$ cat config.mk
export PLATFORM = sky130hd
export DESIGN_NAME = cfs_cache_flush_sequencer
export DESIGN_NICKNAME = d
export VERILOG_FILES = /design/src/rtl/cfs_pkg.sv /design/src/rtl/cfs_cache_flush_sequencer.sv
export SDC_FILE = /design/constraint.sdc
export NUM_CORES = 1
export LEC_CHECK = 0
export BUFFER_PORTS_ARGS = -buffer_cell sky130_fd_sc_hd__buf_2
export CAP_MARGIN = 20
export CELL_PAD_IN_SITES_DETAIL_PLACEMENT = 0
export CELL_PAD_IN_SITES_GLOBAL_PLACEMENT = 2
export CORE_MARGIN = 3
export CORE_UTILIZATION = 34
export CTS_CLUSTER_DIAMETER = 80
export DETAILED_ROUTE_END_ITERATION = 7
export PLACE_DENSITY = 0.91
export SLEW_MARGIN = 20
export SYNTH_ARGS = -nofsm -noshare
export SYNTH_HDL_FRONTEND = slang
export SYNTH_SLANG_ARGS = --single-unit
$ cat constraint.sdc
create_clock -name ref_clk_i -period 2.55 [get_ports ref_clk_i]
set_input_delay 0.3825 -clock ref_clk_i [delete_from_list [all_inputs] [get_ports ref_clk_i]]
set_output_delay 0.3825 -clock ref_clk_i [all_outputs]
set_load 0.01 [all_outputs]
$ cat src/rtl/cfs_pkg.sv
package cfs_pkg;

    // Register byte offsets on the Avalon-MM slave.
    localparam logic [4:0] OFS_CMD     = 5'h00;
    localparam logic [4:0] OFS_PROG_LO = 5'h04;
    localparam logic [4:0] OFS_PROG_HI = 5'h08;
    localparam logic [4:0] OFS_STATUS  = 5'h0c;
    localparam logic [4:0] OFS_VECTOR  = 5'h10;

    // Command word layout.
    localparam int unsigned CMD_TGT_LSB  = 0;
    localparam int unsigned CMD_TGT_W    = 8;
    localparam int unsigned CMD_INV_BIT  = 8;
    localparam int unsigned CMD_POLL_BIT = 9;

    // Status word layout.
    localparam int unsigned STAT_CODE_W   = 8;
    localparam int unsigned STAT_BUSY_BIT = 8;
    localparam int unsigned STAT_MGMT_BIT = 9;
    localparam int unsigned VEC_W         = 8;
    localparam int unsigned PROG_W        = 64;

    // Flush target selector codes.
    localparam logic [7:0] TGT_INSTR  = 8'h01;
    localparam logic [7:0] TGT_DATA   = 8'h02;
    localparam logic [7:0] TGT_ALL    = 8'h03;
    localparam logic [7:0] TGT_COHERE = 8'h04;

    // Return status codes, two's complement in eight bits.
    localparam logic [7:0] ST_OK     = 8'h00;
    localparam logic [7:0] ST_IRQ    = 8'h01;
    localparam logic [7:0] ST_MGMT   = 8'h02;
    localparam logic [7:0] ST_BADARG = 8'hfe;
    localparam logic [7:0] ST_ERR    = 8'hfd;

    typedef enum logic {
        CFS_IDLE = 1'b0,
        CFS_RUN  = 1'b1
    } cfs_fsm_t;

    // One per-line request to the cache arrays.
    typedef struct packed {
        logic sel_icache;
        logic sel_dcache;
        logic sel_ucache;
        logic inv_icache;
        logic inv_data;
        logic bcast_data;
        logic bcast_icache;
    } cfs_line_op_t;

    typedef struct packed {
        logic instr;
        logic data;
    } cfs_pf_flush_t;

endpackage

$ cat src/rtl/cfs_cache_flush_sequencer.sv
`timescale 1ns/1ns

module cfs_cache_flush_sequencer #(
    parameter int unsigned SETS = 64,
    parameter int unsigned WAYS = 4
) (
    // Clock and reset
    input  wire logic                     ref_clk_i,
    input  wire logic                     srst_i,
    // Avalon-MM register slave
    input  wire logic [4:0]               avs_address_i,
    input  wire logic                     avs_read_i,
    input  wire logic                     avs_write_i,
    input  wire logic [31:0]              avs_writedata_i,
    input  wire logic [3:0]               avs_byteenable_i,
    output logic      [31:0]              avs_readdata_o,
    output logic                          avs_waitrequest_o,
    // Per-line requests to the cache arrays
    output logic                          op_valid_o,
    output logic      [$clog2(SETS*WAYS)-1:0] op_index_o,
    output cfs_pkg::cfs_line_op_t         op_o,
    input  wire logic                     op_ack_i,
    input  wire logic                     op_err_i,
    // Prefetch cancel at a zero-position start
    output cfs_pkg::cfs_pf_flush_t        pf_flush_o,
    // Interrupt controller side
    input  wire logic                     irq_pending_i,
    input  wire logic [cfs_pkg::VEC_W-1:0] irq_vector_i,
    output logic                          irq_ack_o,
    input  wire logic                     platform_mgmt_irq_i,
    // Call state
    output logic                          busy_o
);

    localparam int unsigned LINES = SETS * WAYS;
    localparam int unsigned IDXW  = $clog2(LINES);
    localparam logic [IDXW-1:0] IDX_LAST = IDXW'(LINES - 1);

    typedef struct packed {
        cfs_pkg::cfs_fsm_t                 fsm;
        logic [IDXW-1:0]                   idx;
        logic [cfs_pkg::CMD_TGT_W-1:0]     tgt;
        logic                              inv;
        logic                              poll;
        logic [cfs_pkg::PROG_W-1:0]        prog;
        logic [cfs_pkg::STAT_CODE_W-1:0]   status;
        logic [cfs_pkg::VEC_W-1:0]         vector;
        logic                              mgmt_seen;
        logic                              busy;
        logic                              op_valid;
        cfs_pkg::cfs_line_op_t             op;
        cfs_pkg::cfs_pf_flush_t            pf;
        logic                              irq_ack;
        logic                              ack;
        logic                              waitreq;
        logic [31:0]                       rdata;
    } cfs_state_t;

    cfs_state_t q;
    cfs_state_t d;

    logic                         wr_go;
    logic                         start_go;
    logic [cfs_pkg::CMD_TGT_W-1:0] wr_tgt;
    logic                         tgt_ok;
    logic                         prog_ok;
    logic                         line_done;

    function automatic logic [31:0] merge_be(input logic [31:0] old_w,
                                             input logic [31:0] new_w,
                                             input logic [3:0]  be);
        logic [31:0] res;
        res = old_w;
        for (int b = 0; b < 4; b++) begin
            if (be[b]) begin
                res[b*8 +: 8] = new_w[b*8 +: 8];
            end
        end
        return res;
    endfunction

    // Which arrays a line step touches, fixed for the whole pass.
    function automatic cfs_pkg::cfs_line_op_t op_of(input logic [7:0] tgt,
                                                    input logic       inv);
        cfs_pkg::cfs_line_op_t o;
        o.sel_icache   = (tgt != cfs_pkg::TGT_DATA);
        o.sel_dcache   = (tgt != cfs_pkg::TGT_INSTR);
        o.sel_ucache   = 1'b1;
        // Instruction lines hold nothing modified, so dropping them is always safe
        // and also discards stale prefetched code.
        o.inv_icache   = 1'b1;
        o.inv_data     = inv && (tgt != cfs_pkg::TGT_COHERE);
        o.bcast_data   = 1'b1;
        o.bcast_icache = 1'b0;
        return o;
    endfunction

    // Write buffers are not drained here; software flushes them separately.
    assign wr_go     = q.ack && avs_write_i;
    assign wr_tgt    = avs_writedata_i[cfs_pkg::CMD_TGT_LSB +: cfs_pkg::CMD_TGT_W];
    assign tgt_ok    = (wr_tgt >= cfs_pkg::TGT_INSTR) && (wr_tgt <= cfs_pkg::TGT_COHERE);
    // A position past the last line cannot have been returned by us.
    assign prog_ok   = (q.prog < cfs_pkg::PROG_W'(LINES));
    assign start_go  = wr_go && (avs_address_i == cfs_pkg::OFS_CMD)
                       && (q.fsm == cfs_pkg::CFS_IDLE);
    assign line_done = (q.fsm == cfs_pkg::CFS_RUN) && op_ack_i;

    always_comb begin
        d         = q;
        d.irq_ack = 1'b0;
        d.pf      = '0;

        // One wait cycle per access, then a single cycle with waitrequest low.
        // The fixed wait state keeps read data registered, at one cycle per access.
        if (q.ack) begin
            d.ack     = 1'b0;
            d.waitreq = 1'b1;
        end else if (avs_read_i || avs_write_i) begin
            d.ack     = 1'b1;
            d.waitreq = 1'b0;
            d.rdata   = '0;
            if (avs_read_i) begin
                unique case (avs_address_i)
                    cfs_pkg::OFS_CMD: begin
                        d.rdata[cfs_pkg::CMD_TGT_LSB +: cfs_pkg::CMD_TGT_W] = q.tgt;
                        d.rdata[cfs_pkg::CMD_INV_BIT]  = q.inv;
                        d.rdata[cfs_pkg::CMD_POLL_BIT] = q.poll;
                    end
                    cfs_pkg::OFS_PROG_LO: d.rdata = q.prog[31:0];
                    cfs_pkg::OFS_PROG_HI: d.rdata = q.prog[63:32];
                    cfs_pkg::OFS_STATUS: begin
                        d.rdata[cfs_pkg::STAT_CODE_W-1:0] = q.status;
                        d.rdata[cfs_pkg::STAT_BUSY_BIT]   = (q.fsm == cfs_pkg::CFS_RUN);
                        d.rdata[cfs_pkg::STAT_MGMT_BIT]   = q.mgmt_seen;
                    end
                    cfs_pkg::OFS_VECTOR: d.rdata[cfs_pkg::VEC_W-1:0] = q.vector;
                    default: d.rdata = '0;
                endcase
            end
        end

        if (wr_go && avs_address_i == cfs_pkg::OFS_PROG_LO) begin
            d.prog[31:0] = merge_be(q.prog[31:0], avs_writedata_i, avs_byteenable_i);
        end
        if (wr_go && avs_address_i == cfs_pkg::OFS_PROG_HI) begin
            d.prog[63:32] = merge_be(q.prog[63:32], avs_writedata_i, avs_byteenable_i);
        end

        // A command written while a pass runs is ignored.
        if (start_go) begin
            d.tgt  = wr_tgt;
            d.inv  = avs_writedata_i[cfs_pkg::CMD_INV_BIT];
            d.poll = avs_writedata_i[cfs_pkg::CMD_POLL_BIT];
            if (!tgt_ok || !prog_ok) begin
                d.status = cfs_pkg::ST_BADARG;
            end else begin
                d.fsm      = cfs_pkg::CFS_RUN;
                d.op_valid = 1'b1;
                d.op       = op_of(wr_tgt, avs_writedata_i[cfs_pkg::CMD_INV_BIT]);
                if (q.prog == '0) begin
                    d.idx      = '0;
                    d.mgmt_seen = 1'b0;
                    d.pf.instr = (wr_tgt != cfs_pkg::TGT_DATA);
                    d.pf.data  = (wr_tgt == cfs_pkg::TGT_DATA) || (wr_tgt == cfs_pkg::TGT_ALL);
                end else begin
                    d.idx = q.prog[IDXW-1:0];
                end
            end
        end

        if (q.fsm == cfs_pkg::CFS_RUN && platform_mgmt_irq_i) begin
            d.mgmt_seen = 1'b1;
        end

        unique case (q.fsm)
            cfs_pkg::CFS_IDLE: begin
            end
            cfs_pkg::CFS_RUN: begin
                // The pending interrupt is sampled only once a line has finished; the management interrupt is latched on any cycle of the pass.
                if (line_done) begin
                    if (op_err_i) begin
                        d.status   = cfs_pkg::ST_ERR;
                        d.fsm      = cfs_pkg::CFS_IDLE;
                        d.op_valid = 1'b0;
                    end else if (q.idx == IDX_LAST) begin
                        d.status   = (q.mgmt_seen || platform_mgmt_irq_i) ?
                                     cfs_pkg::ST_MGMT : cfs_pkg::ST_OK;
                        d.fsm      = cfs_pkg::CFS_IDLE;
                        d.op_valid = 1'b0;
                    end else if (q.poll && irq_pending_i) begin
                        d.status   = cfs_pkg::ST_IRQ;
                        d.prog     = cfs_pkg::PROG_W'(q.idx) + 64'h1;
                        d.vector   = irq_vector_i;
                        d.irq_ack  = 1'b1;
                        d.fsm      = cfs_pkg::CFS_IDLE;
                        d.op_valid = 1'b0;
                    end else begin
                        d.idx = q.idx + IDXW'(1);
                    end
                end
            end
        endcase

        // Busy is its own flop so that busy_o carries no decode behind it.
        d.busy = (d.fsm == cfs_pkg::CFS_RUN);
    end

    always_ff @(posedge ref_clk_i) begin
        if (srst_i) begin
            q         <= '0;
            q.waitreq <= 1'b1;
        end else begin
            q <= d;
        end
    end

    assign avs_readdata_o    = q.rdata;
    assign avs_waitrequest_o = q.waitreq;
    assign op_valid_o        = q.op_valid;
    assign op_index_o        = q.idx;
    assign op_o              = q.op;
    assign pf_flush_o        = q.pf;
    assign irq_ack_o         = q.irq_ack;
    assign busy_o            = q.busy;
endmodule

; Word level (Yosys, flattened, before mapping)
; Cells that the tools add are included.
[op_classes]
n_addsub = 2
n_lt_le_gt_ge = 3
n_eq_ne = 11
n_mux = 51
bitwise_logic = 8
n_reduce_logical = 27
[op_table]
columns = op, n
row1 = $mux 80, 3
row2 = $mux 8, 18
row3 = $mux 64, 2
row4 = $mux 32, 3
row5 = $logic_not 64->1, 1
row6 = $lt 64x9->1 const B, 1
row7 = $pmux 22 s2, 1
row8 = $pmux 8 s5, 1
row9 = $mux 34, 1
row10 = $mux 9, 3
row11 = $mux 10, 2
row12 = $mux 19, 1
row13 = $eq 8x2->1 const B, 2
row14 = $mux 1, 13
row15 = $eq 5x4->1 const B, 2
row16 = $logic_and 1x1->1, 10
row17 = $add 8x1->9 const B, 1
row18 = $add 8x1->8 const B, 1
row19 = $eq 8x8->1 const B, 1
row20 = $ge 8x1->1 const B, 1
row21 = $le 8x3->1 const B, 1
row22 = $ne 8x1->1 const B, 1
row23 = $ne 8x2->1 const B, 1
row24 = $ne 8x3->1 const B, 1
row25 = other kinds (16), 30
[totals]
register_bits = 142
input_bits = 57
out_inout_bits = 53
word_cells = 122

; Logic depth before layout (Yosys ltp)
; Gate-level depths: netlist (run 1).
[logic_depth]
ltp_word = 11
ltp_mapped = 9
ltp_nobuf = 6

; Least setup slack after synthesis (run 1)
; OpenSTA, ideal clock, no wires.
[synth_timing]
path_kind = input -> register
startpoint = input avs_address_i[4]
endpoint = register q[70] (netlist name)
arrival_ns = 1.909
path_slack_ns = 0.508
path_stages = 6
cell_sequence = or3_1 -> buf_6 -> nor4_4 -> mux2_2 -> nor2_1 -> a211oi_2
[synth_via]
elab_chain_cells = 8
[synth_lines]
columns = element, line
row1 = "start, declared", cfs_cache_flush_sequencer.sv:11  ; input wire logic [4:0] avs_address_i,
row2 = $eq 5x3->1 (*), cfs_cache_flush_sequencer.sv:142  ; if (wr_go && avs_address_i == cfs_pkg::OFS_PROG_LO) begin
row3 = $logic_and 1x1->1 (*), cfs_cache_flush_sequencer.sv:142
row4 = $mux 32 (*), cfs_cache_flush_sequencer.sv:142
row5 = $mux 80, cfs_cache_flush_sequencer.sv:190  ; end else if (q.poll && irq_pending_i) begin
row6 = $mux 64, cfs_cache_flush_sequencer.sv:185  ; end else if (q.idx == IDX_LAST) begin
row7 = $mux 64, cfs_cache_flush_sequencer.sv:181  ; if (op_err_i) begin
row8 = $mux 80, cfs_cache_flush_sequencer.sv:180  ; if (line_done) begin
row9 = $mux 80 (*), cfs_cache_flush_sequencer.sv:175  ; unique case (q.fsm)
row10 = "end, declared", cfs_cache_flush_sequencer.sv:59  ; cfs_state_t q;
; Mark *: on every way between the ends. The rest lies on a longest branch, timed or not.
; A chain may end at the register's enable or synchronous reset.

; Worst setup path after layout (run 1)
[layout_timing]
startpoint = register q, in the netlist op_index_o[1]
endpoint = register q[88] (netlist name)
[layout_via]
elab_chain_cells = 5
[layout_lines]
columns = element, line
row1 = $eq 8x8->1, cfs_cache_flush_sequencer.sv:185
row2 = $mux 64, cfs_cache_flush_sequencer.sv:185
row3 = $mux 64, cfs_cache_flush_sequencer.sv:181
row4 = $mux 80, cfs_cache_flush_sequencer.sv:180
row5 = $mux 80, cfs_cache_flush_sequencer.sv:175
; Every way passes these cells.

==> impl_results.md, run 1 <==
* RSZ-0062 raised after global routing: false
* Number of enable flip-flop cells after synthesis at 0
* Post-Place Cells at 1003
* Wirelength, routed at 18.8 mm
* Row count at 49
* Max clock buf depth at 2
* Flops & latches, synth at 142
* Peak Freq at 0.451 GHz
* Worst hold path type: primary input to flop
* Max-cap violations at 0
* Final Non-Filler Cells at 1035
* FF-to-FF setup slack at 0.34 ns
* Port bufs at 108
* Seq/Total Area, Yosys at 43.8%
* Final setup viols at 0
* Vias per cell at 5.40
* Crit Path Class: flop to flop
* Largest vdd supply drop at 0.426 mV
* Final hold slack at 0.190 ns
* Setup TNS at 0 ns
* Final Hold Viols at 0
* CTS Hold Bufs at 0
* Pwr dens at 639 mW/mm²
* Syn nets at 787
* WP data required at 2.91 ns
* Min-delay src: irq_vector_i[1]
* Rel. slew slack at 45.6%
* Worst setup EP type: flop
* PostCTS Resize Cnt at 0
* Top_reg_cell synth: dfxtp_1
* Clk slew on worst S/H paths at 0.07 ns
* Post-CTS Setup Bufs at 0
* Fin. max-slew vios at 0
* IO Pins at 110
* Sink Count at 142
* Mapped Area at 0.00649 mm²
* Num CTS Buffers at 17
* DRC at 0
* Routed vias at 5592
* R2R depth at 7
* GPL Wtd Cong at 0.844
* Post-Synthesis Cells at 729
* Antenna-violating nets left at 0
* Hold Path End: q[48]$_SDFFE_PP0P_
* Clock Latency Late Sink at 0.43 ns
* Crit-path max FO at 56
* Hold Path Depth at 3
* Period minus WS final at 2.21 ns
* DP HPWL at 13.8 mm
* Synth warn at 0
* Die area at 0.0208 mm²
* First-pass GRT wire length at 29.4 mm
* Initial DRC count at 423
* Syn avg cell area at 8.91 µm²
* P_leak at 2.85 nW
* Initial Util at 35.4%
* RR Endpoint: q[88]$_SDFF_PP0_
* Share of flip-flops with an asynchronous set or reset at 0%
* RR Startpoint: op_index_o[1]$_SDFF_PP0_
* Worst Tran Pin Value at 0.809 ns
* CTS tree: built
* Vias in the first global route at 5257
* Worst setup SP type: flop
* Ant diodes at 0
* Status: complete, no violations
* Fin Clk Skew at 0.0122 ns
* Layout cells sized above 1 at 24.6%
* TritonRoute pass-1 iters at 5
* Layout overhead on the synthesized area at 16.4%
* Core area at 0.0183 mm²
* Global Route Usage Sum at 18.3%
* WL/cell at 18.2 µm
* Nets at 851
* Chip height at 144 µm
* GR Overflow Total at 0
* Largest net degree at the start of global routing at 57
* Crit path DAT at 2.57 ns
* Crit path launch: op_index_o[1]$_SDFF_PP0_
* Root Driver: clkbuf_16
* Initial antenna violation count at 0
* H-tree Lvls at 4
* Crit share post-route at 86.9%
* Cell variety after synth at 53
* Die W at 144 µm
## report_power, final
part / switching, W / internal, W / total [W]
Combinational: 0.000155 / 0.0000621 / 0.000217
Sequential: 0.00000616 / 0.00222 / 0.00223
Clock: 0.00109 / 0.00129 / 0.00238
## worst max-delay path: stages, from the launching register on
cell and delay [ns]:
dfxtp_1 0.38, ha_1 0.21, nand3_1 0.14, o311ai_1 0.49
or2_2 0.34, nand2b_2 0.07, buf_4 0.31, nor2_1 0.18
## synthesized netlist by cell type (6+ instances only)
cell type,number,area [µm²]
dfxtp_1,142,2840
nor2_1,106,398
mux2i_1,60,601
nand2_1,57,214
buf_4,49,368
a21oi_1,44,220
a22o_1,30,263
clkbuf_1,30,113
a22oi_1,26,195
nor4_1,18,113
o21ai_0,18,90.1
nor3_1,16,80.1
nand3_1,13,65.1
a31oi_1,10,62.6
nand4_1,10,62.6
a221o_1,8,80.1
and3_2,8,60.1
or3_1,8,50.1
a211oi_1,7,52.6
buf_1,6,22.5
o211ai_1,6,45.0
## worst max path at each step
stage | end | slack (ns) | cells past startpoint
2_1_floorplan | q[70]$_SDFF_PP0_ | 0.51 | 6
3_3_place_gp | q[68]$_SDFF_PP0_ | 0.30 | 6
3_5_place_dp | q[90]$_SDFF_PP0_ | 0.25 | 6
4_1_cts | q[68]$_SDFF_PP0_ | 0.25 | 6
5_1_grt | q[88]$_SDFF_PP0_ | 0.09 | 7
6_report | q[88]$_SDFF_PP0_ | 0.34 | 7
## logic make-up after synthesis
kind of cell	Yosys count	synth area share, %
AO/OA/AOI/OAI	166	17.9
XOR/XNOR	1	0.135
adder cells (fa/ha/maj)	1	0.193
buffers and inverters	94	8.83
flip-flops	142	43.8
multiplexers	66	10.3
other	1	0.0578
AND/OR/NAND/NOR	258	18.8
## flip-flops by register name, indices dropped and copies added (netlist names)
| name | flops |
|---|---|
| irq_ack_o | 1 |
| avs_readdata_o | 32 |
| avs_waitrequest_o | 1 |
| op_o | 4 |
| pf_flush_o | 2 |
| op_valid_o | 1 |
| op_index_o | 8 |
| q | 92 |
| busy_o | 1 |
## per-layer routing
metal | GRT usage (%) | vias to the layer above | share of wire, %
met4 | 6.14 | 0 | 1.8
met2 | 28.4 | 182 | 46
met3 | 4.63 | 26 | 5.9
li1 | - | 2721 | -
met5 | 0 | - | 0
met1 | 24.9 | 2663 | 46
## layout by cell type, fill, tap and decap left out, drive strengths merged, types with 2 or more instances in the layout
master / n
a211oi: 8
a21o: 3
a21oi: 44
a221o: 8
a22o: 30
a22oi: 26
a311oi: 4
a31oi: 10
and2: 2
and3: 11
buf: 137
clkbuf: 17
clkinv: 3
clkinvlp: 3
dfxtp: 142
inv: 11
mux2: 6
mux2i: 60
nand2: 57
nand3: 13
nand4: 10
nor2: 112
nor2b: 4
nor3: 16
nor4: 19
o211ai: 6
o21ai: 18
o2bb2ai: 2
o31ai: 2
or2: 2
or3: 8
## stage by stage
stage / cell area [µm²] / util (%) / total power (W) / worst slack [ns]
2_1_floorplan: 6490 / - / 0.00238 / 0.508
3_3_place_gp: 6990 / 38.1 / 0.00250 / 0.300
3_5_place_dp: 6990 / 38.1 / 0.00249 / 0.254
4_1_cts: 7560 / 41.2 / 0.00488 / 0.251
5_1_grt: 7560 / 41.2 / 0.00500 / 0.0904
6_report: 7560 / 41.2 / 0.00483 / 0.335
## area by class of cell
type | count | area (µm²)
Fill cell | 1879 | 10800
Multi-Input combinational cell | 493 | 3090
Sequential cell | 142 | 2840
Timing Repair Buffer | 137 | 758
Clock buffer | 17 | 425
Tap cell | 229 | 287
Clock inverter | 15 | 145
Inverter | 2 | 7.51
No activity file was read; power rests on OpenSTA's default activity.
==> run 2, diff against run 1 <==
- CORE_ASPECT_RATIO: not set -> 1.75
- CORE_UTILIZATION: 34 -> 25
- PLACE_DENSITY: 0.91 -> 0.73
==> run 2 against run 1 <==
Effect of this change: register-to-register slack is essentially flat; worst setup slack improved by 0.0050 ns; sequential power hardly changed; power grew 3.3%; clock-buffer cell count increased by 3; highest routed layer unchanged.
==> impl_results.md, run 2 (synthesis results as in run 1) <==
* Die W at 128 µm (-11%)
* Antenna-violating nets left at 0 (unchanged)
* Metal-1 WL at 8.47 mm (-2.5%)
* Post-CTS Setup Bufs at 0 (unchanged)
* Switching power at 0.00115 W (-8.3%)
* Worst setup EP type: flop
* Clock power frac at 50.6% (+1.2 points)
* Crit path DAT at 2.56 ns (about the same)
* Row count at 77 (+57%)
* Routed length on met3 at 694 µm (-37%)
* RR Startpoint: op_index_o[0]$_SDFF_PP0_
* P_leak at 2.86 nW (+0.11%)
* Final setup viols at 0 (unchanged)
* Fin Clk Skew at 0.0125 ns (+0.000323 ns)
* First-pass GRT wire length at 33.5 mm (+14%)
* Pwr dens at 647 mW/mm² (+1.2%)
* Final Hold Viols at 0 (unchanged)
* Fin. max-slew vios at 0 (unchanged)
* Crit Path Class: flop to flop
* Layout cells sized above 1 at 24.1% (-0.47 points)
* Num CTS Buffers at 17 (unchanged)
* PostCTS Resize Cnt at 0 (unchanged)
* Largest net degree at the start of global routing at 57 (unchanged)
* CTS Hold Bufs at 0 (unchanged)
* Final core occ at 30.3% (-11 points)
* Status: complete, no violations
* Global Route Usage Sum at 15.9% (-2.4 points)
* Most common cell after layout, fill and taps aside: dfxtp_1
* TritonRoute pass-1 iters at 4 (-1)
* Crit share post-route at 86.7% (-0.20 points)
* Final Cell Area at 0.00771 mm² (+2.1%)
* Top Layer Used: met4
* CP Cell Sequence: ha_1 -> nand3_1 -> o311ai_1 -> or2_2 -> nand2b_2 -> buf_4 -> nor2_1
* WP data required at 2.90 ns (about the same)
* Vias in the first global route at 5533 (+5.3%)
* Crit path launch: op_index_o[0]$_SDFF_PP0_
* Initial DRC count at 317 (-25%)
* Worst path top cell family by delay: simple AND/OR/NAND/NOR gates
* Worst path bufs/invs at 1 (unchanged)
* Wirelength, routed at 22.3 mm (+18%)
* Root Driver: clkbuf_16
* Sequential share of power at 44.7% (-1.4 points)
* Max clock buf depth at 2 (unchanged)
* Max-cap violations at 0 (unchanged)
* Period minus WS final at 2.21 ns (-0.00499 ns)
* Sw Share at 23.0% (-2.9 points)
* Layout overhead on the synthesized area at 18.8%
* GPL Wtd Cong at 0.811 (-4.0%)
* Final hold slack at 0.204 ns (+0.0146 ns)
* Rel. slew slack at 37.9% (-7.7 points)
* Min-delay src: irq_vector_i[5]
* Placement Setup Slack at 0.180 ns (-0.0737 ns)
* DR WL met2 at 12.5 mm (+44%)
* DRC at 0 (unchanged)
* Core area at 0.0254 mm² (+39%)
* IO Pins at 110 (unchanged)
* WL/cell at 19.8 µm (+9.0%)
* RSZ-0062 raised after global routing: false
* FF-to-FF setup slack at 0.34 ns (about the same)
* Most frequent cells in the layout: 142 x dfxtp_1, 108 x buf_2, 106 x nor2_1
* Sink Count at 142 (unchanged)
* Slowest Stage Delay on Critical Path at 0.48 ns (about the same)
* Clk slew on worst S/H paths at 0.07 ns (about the same)
* Setup ws final at 0.340 ns (+0.00499 ns)
* Largest Register: q
* CTS tree: built
* Worst hold path type: primary input to flop
* Largest vdd supply drop at 0.449 mV (+5.4%)
* GR Overflow Total at 0 (unchanged)
* Max stage delay cell, worst path: o311ai_1
* Nets at 851 (unchanged)
* Crit-path max FO at 56 (unchanged)
* H-tree Lvls at 4 (unchanged)
* Vias per cell at 4.87 (-9.9%)
* Die area at 0.0280 mm² (+35%)
* Placed inst area at 0.00712 mm² (+1.9%)
* Worst setup SP type: flop
* Internal power at 0.00384 W (+7.3%)
* Initial antenna violation count at 2 (+2)
* Clock Latency Late Sink at 0.43 ns (about the same)
* Worst Tran Pin Value at 0.923 ns (+0.115 ns)
* Routed vias at 5465 (-2.3%)
* DP HPWL at 17.1 mm (+25%)
* Logic pwr share at 4.7% (+0.2 points)
* Port bufs at 108 (unchanged)
* Initial Util at 25.5% (-9.9 points)
* Peak Freq at 0.452 GHz (+0.23%)
* Chip height at 219 µm (+52%)
* Largest register FFs at 92 (unchanged)
* Setup TNS at 0 ns (unchanged)
[run 2: changes by cell type in the layout (fill, tap and decap cells not counted), sizes merged]
cell,before,now
bufinv,0,3
clkbuf,17,20
clkinvlp,3,5
diode,0,2
inv,11,2
[run 2: stage by stage]
stage	power (W)	instances
after floorplan	0.00238	729
after global placement	0.00252	1090
after detailed placement	0.00252	1090
after CTS	0.00505	1121
after global routing	0.00515	1123
final	0.00499	1123
[run 2: layout make-up]
| class | count | area (µm²) |
|---|---|---|
| clock buffer | 20 | 447 |
| tap | 316 | 395 |
| timing repair buffer | 137 | 783 |
| fill | 2739 | 17700 |
| multi-input combinational | 493 | 3090 |
| clock inverter | 11 | 143 |
| inverter | 2 | 7.51 |
| sequential | 142 | 2840 |
| antenna | 2 | 5.00 |
[run 2: worst paths after layout]
| check | end | cells past startpoint |
|---|---|---|
| max | q[88]$_SDFF_PP0_ | 7 |
| min | q[52]$_SDFFE_PP0P_ | 3 |
| max reg2reg | q[88]$_SDFF_PP0_ | 7 |
| min reg2reg | q[136]$_SDFFE_PP0P_ | 2 |
[run 2: power by group through the flow]
| stage | sequential (W) | clock [W] | combinational, W |
|---|---|---|---|
| after floorplan | 0.00228 | 0 | 0.000107 |
| after global placement | 0.00228 | 0 | 0.000237 |
| after detailed placement | 0.00228 | 0 | 0.000236 |
| after CTS | 0.00223 | 0.00259 | 0.000236 |
| after global routing | 0.00223 | 0.00267 | 0.000251 |
| final | 0.00223 | 0.00253 | 0.000233 |
[run 2: tightest hold or removal path, cell delays in order]
cell	delay, ns
buf_2	0.10
nand2_1	0.05
a21oi_1	0.05
[run 2: layer usage]
metal	up-vias	track usage [%]
li1	2718	-
met1	2618	16.6
met2	106	30.8
met3	23	2.87
met4	0	6.30
met5	-	0
==> run 3, diff against run 2 <==
- ABC_AREA: not set -> 0
- CORE_UTILIZATION: 25 -> 34
- CTS_CLUSTER_SIZE: not set -> 40
- PLACE_DENSITY: 0.73 -> 0.91
==> run 3 against run 2 <==
Effect of this change: critical endpoint is now q[46]$_SDFFE_PP0P_; combinational power about the same; power down 3.7%; global-route usage up 3.2 points; highest routed layer unchanged; critical path type unchanged.
==> impl_results.md, run 3 (synthesis results as in run 1) <==
* Status: complete, no violations
* Met3 Use GR at 3.15% (+0.28 points)
* Placed inst area at 0.00702 mm² (-1.4%)
* M2 GR Usage at 36.7% (+6.0 points)
* Worst Tran Pin Value at 0.953 ns (+0.0293 ns)
* RSZ-0062 raised after global routing: false
* TritonRoute pass-1 iters at 5 (+1)
* Most frequent cells in the layout: 142 x dfxtp_1, 108 x buf_2, 106 x nor2_1
* Worst hold path type: primary input to flop
* GPL Wtd Cong at 0.861 (+6.1%)
* Pwr dens at 634 mW/mm² (-1.9%)
* Fin. max-slew vios at 0 (unchanged)
* Clk slew on worst S/H paths at 0.07 ns (about the same)
* Final setup viols at 0 (unchanged)
* CP Cell Sequence: nor4_1 -> nand4_1 -> or3_1 -> o31ai_1 -> a21oi_1
* Largest net degree at the start of global routing at 57 (unchanged)
* Num CTS Buffers at 17 (unchanged)
* Most common cell after layout, fill and taps aside: dfxtp_1
* Worst path top cell family by delay: simple AND/OR/NAND/NOR gates
* DP HPWL at 15.5 mm (-9.7%)
* CTS tree: built
* P_leak at 2.85 nW (-0.25%)
* Final Hold Viols at 0 (unchanged)
* Setup TNS at 0 ns (unchanged)
* Multi-input gate area at 0.00309 mm² (unchanged)
* Post-CTS Setup Bufs at 0 (unchanged)
* Fillcell total at 1963 (-28%)
* Post-Place Cells at 1012 (-7.2%)
* Slowest Stage Delay on Critical Path at 0.64 ns (+0.16 ns)
* Period minus WS final at 2.19 ns (-0.0157 ns)
* Max-cap violations at 0 (unchanged)
* Crit Path Class: flop to flop
* Die W at 110 µm (-14%)
* WL/cell at 19.5 µm (-1.6%)
* Most used routing layer: met2
* Port bufs at 108 (unchanged)
* Initial antenna violation count at 0 (-2)
* Final hold slack at 0.203 ns (-0.00137 ns)
* IO Pins at 110 (unchanged)
* Rel. slew slack at 35.9% (-2.0 points)
* CTS Hold Bufs at 0 (unchanged)
* Worst setup EP type: flop
* Chip height at 189 µm (-14%)
* Vias per cell at 5.35 (+9.9%)
* Largest vdd supply drop at 0.352 mV (-22%)
* Clock Latency Late Sink at 0.42 ns (about the same)
* Largest register FFs at 92 (unchanged)
* Initial Util at 34.8% (+9.3 points)
* Wirelength, routed at 20.4 mm (-8.5%)
* Final Non-Filler Cells at 1044 (-7.0%)
* Antenna-violating nets left at 0 (unchanged)
* Core area at 0.0187 mm² (-27%)
* Routed vias at 5583 (+2.2%)
* Vias in the first global route at 5602 (+1.2%)
* Layout overhead on the synthesized area at 16.7%
* Largest Register: q
* Ant diodes at 0 (-2)
* Peak Freq at 0.456 GHz (+0.72%)
* Final Cell Area at 0.00758 mm² (-1.8%)
* Initial DRC count at 250 (-21%)
* Worst path bufs/invs at 0 (-1)
* Met1 usage at 19.6% (+3.0 points)
* WP data required at 2.84 ns (-0.06 ns)
* PostCTS Resize Cnt at 0 (unchanged)
* DRC at 0 (unchanged)
* Crit-path max FO at 12 (-79%)
* Crit path DAT at 2.48 ns (-0.08 ns)
* Layout cells sized above 1 at 24.3% (+0.22 points)
* First-pass GRT wire length at 31.2 mm (-6.8%)
* Root Driver: clkbuf_16
* Die area at 0.0209 mm² (-26%)
* Storage element area at 0.00284 mm² (unchanged)
* Final core occ at 40.6% (+10 points)
* Global Route Usage Sum at 19.1% (+3.2 points)
* H-tree Lvls at 4 (unchanged)
* Row count at 66 (-14%)
* Fin Clk Skew at 0.0135 ns (+0.000968 ns)
* Sink Count at 142 (unchanged)
* GR Overflow Total at 0 (unchanged)
* Max clock buf depth at 2 (unchanged)
* Nets at 851 (unchanged)
* Max stage delay cell, worst path: or3_1
* Worst setup SP type: flop
* Crit share post-route at 86.0% (-0.62 points)
run 3: cell types whose count changed in the layout (fill, tap and decap cells not counted):
cell / before / now
inv_6: 0 / 4
bufinv_16: 3 / 0
clkinv_2: 3 / 0
clkinv_4: 0 / 3
inv_8: 0 / 3
diode_2: 2 / 0
clkbuf_1: 2 / 1
clkbuf_8: 1 / 0
clkinvlp_4: 5 / 4
run 3: final timing paths:
check | from | to | slack (ns) | depth (start not counted)
setup / recovery | q[120]$_SDFF_PP0_ | q[46]$_SDFFE_PP0P_ | 0.36 | 5
hold / removal | irq_vector_i[2] | q[49]$_SDFFE_PP0P_ | 0.20 | 3
setup reg to reg | q[120]$_SDFF_PP0_ | q[46]$_SDFFE_PP0P_ | 0.36 | 5
hold reg to reg | avs_readdata_o[7]$_SDFFE_PP0P_ | avs_readdata_o[7]$_SDFFE_PP0P_ | 0.45 | 2
run 3: final cells by class:
class	instances	share of cell area [%]
timing repair buffer	137	10.3
tap	238	3.93
sequential	142	37.5
clock inverter	14	1.65
multi-input combinational	493	40.8
inverter	2	0.0991
clock buffer	18	5.66
run 3: report_power, final:
group,internal [W],switching (W)
clock network,0.00128,0.00107
registers,0.00222,0.00000373
logic,0.0000670,0.000163
total,0.00357,0.00124
run 3: metal layers:
layer	routed length (µm)	vias up
met3	646	44
met1	7610	2684
li1	-	2717
met4	814	0
met5	0	-
met2	11300	138
run 3: worst min-delay path, cell delays in order:
cell,delay (ns)
buf_2,0.10
nand2_1,0.05
a21oi_1,0.05
run 3: stage by stage:
| stage | setup WS, ns | power, W |
|---|---|---|
| 6_report | 0.356 | 0.00480 |
| 5_1_grt | 0.186 | 0.00495 |
| 4_1_cts | 0.369 | 0.00484 |
| 3_5_place_dp | 0.216 | 0.00251 |
| 3_3_place_gp | 0.232 | 0.00251 |
| 2_1_floorplan | 0.508 | 0.00238 |
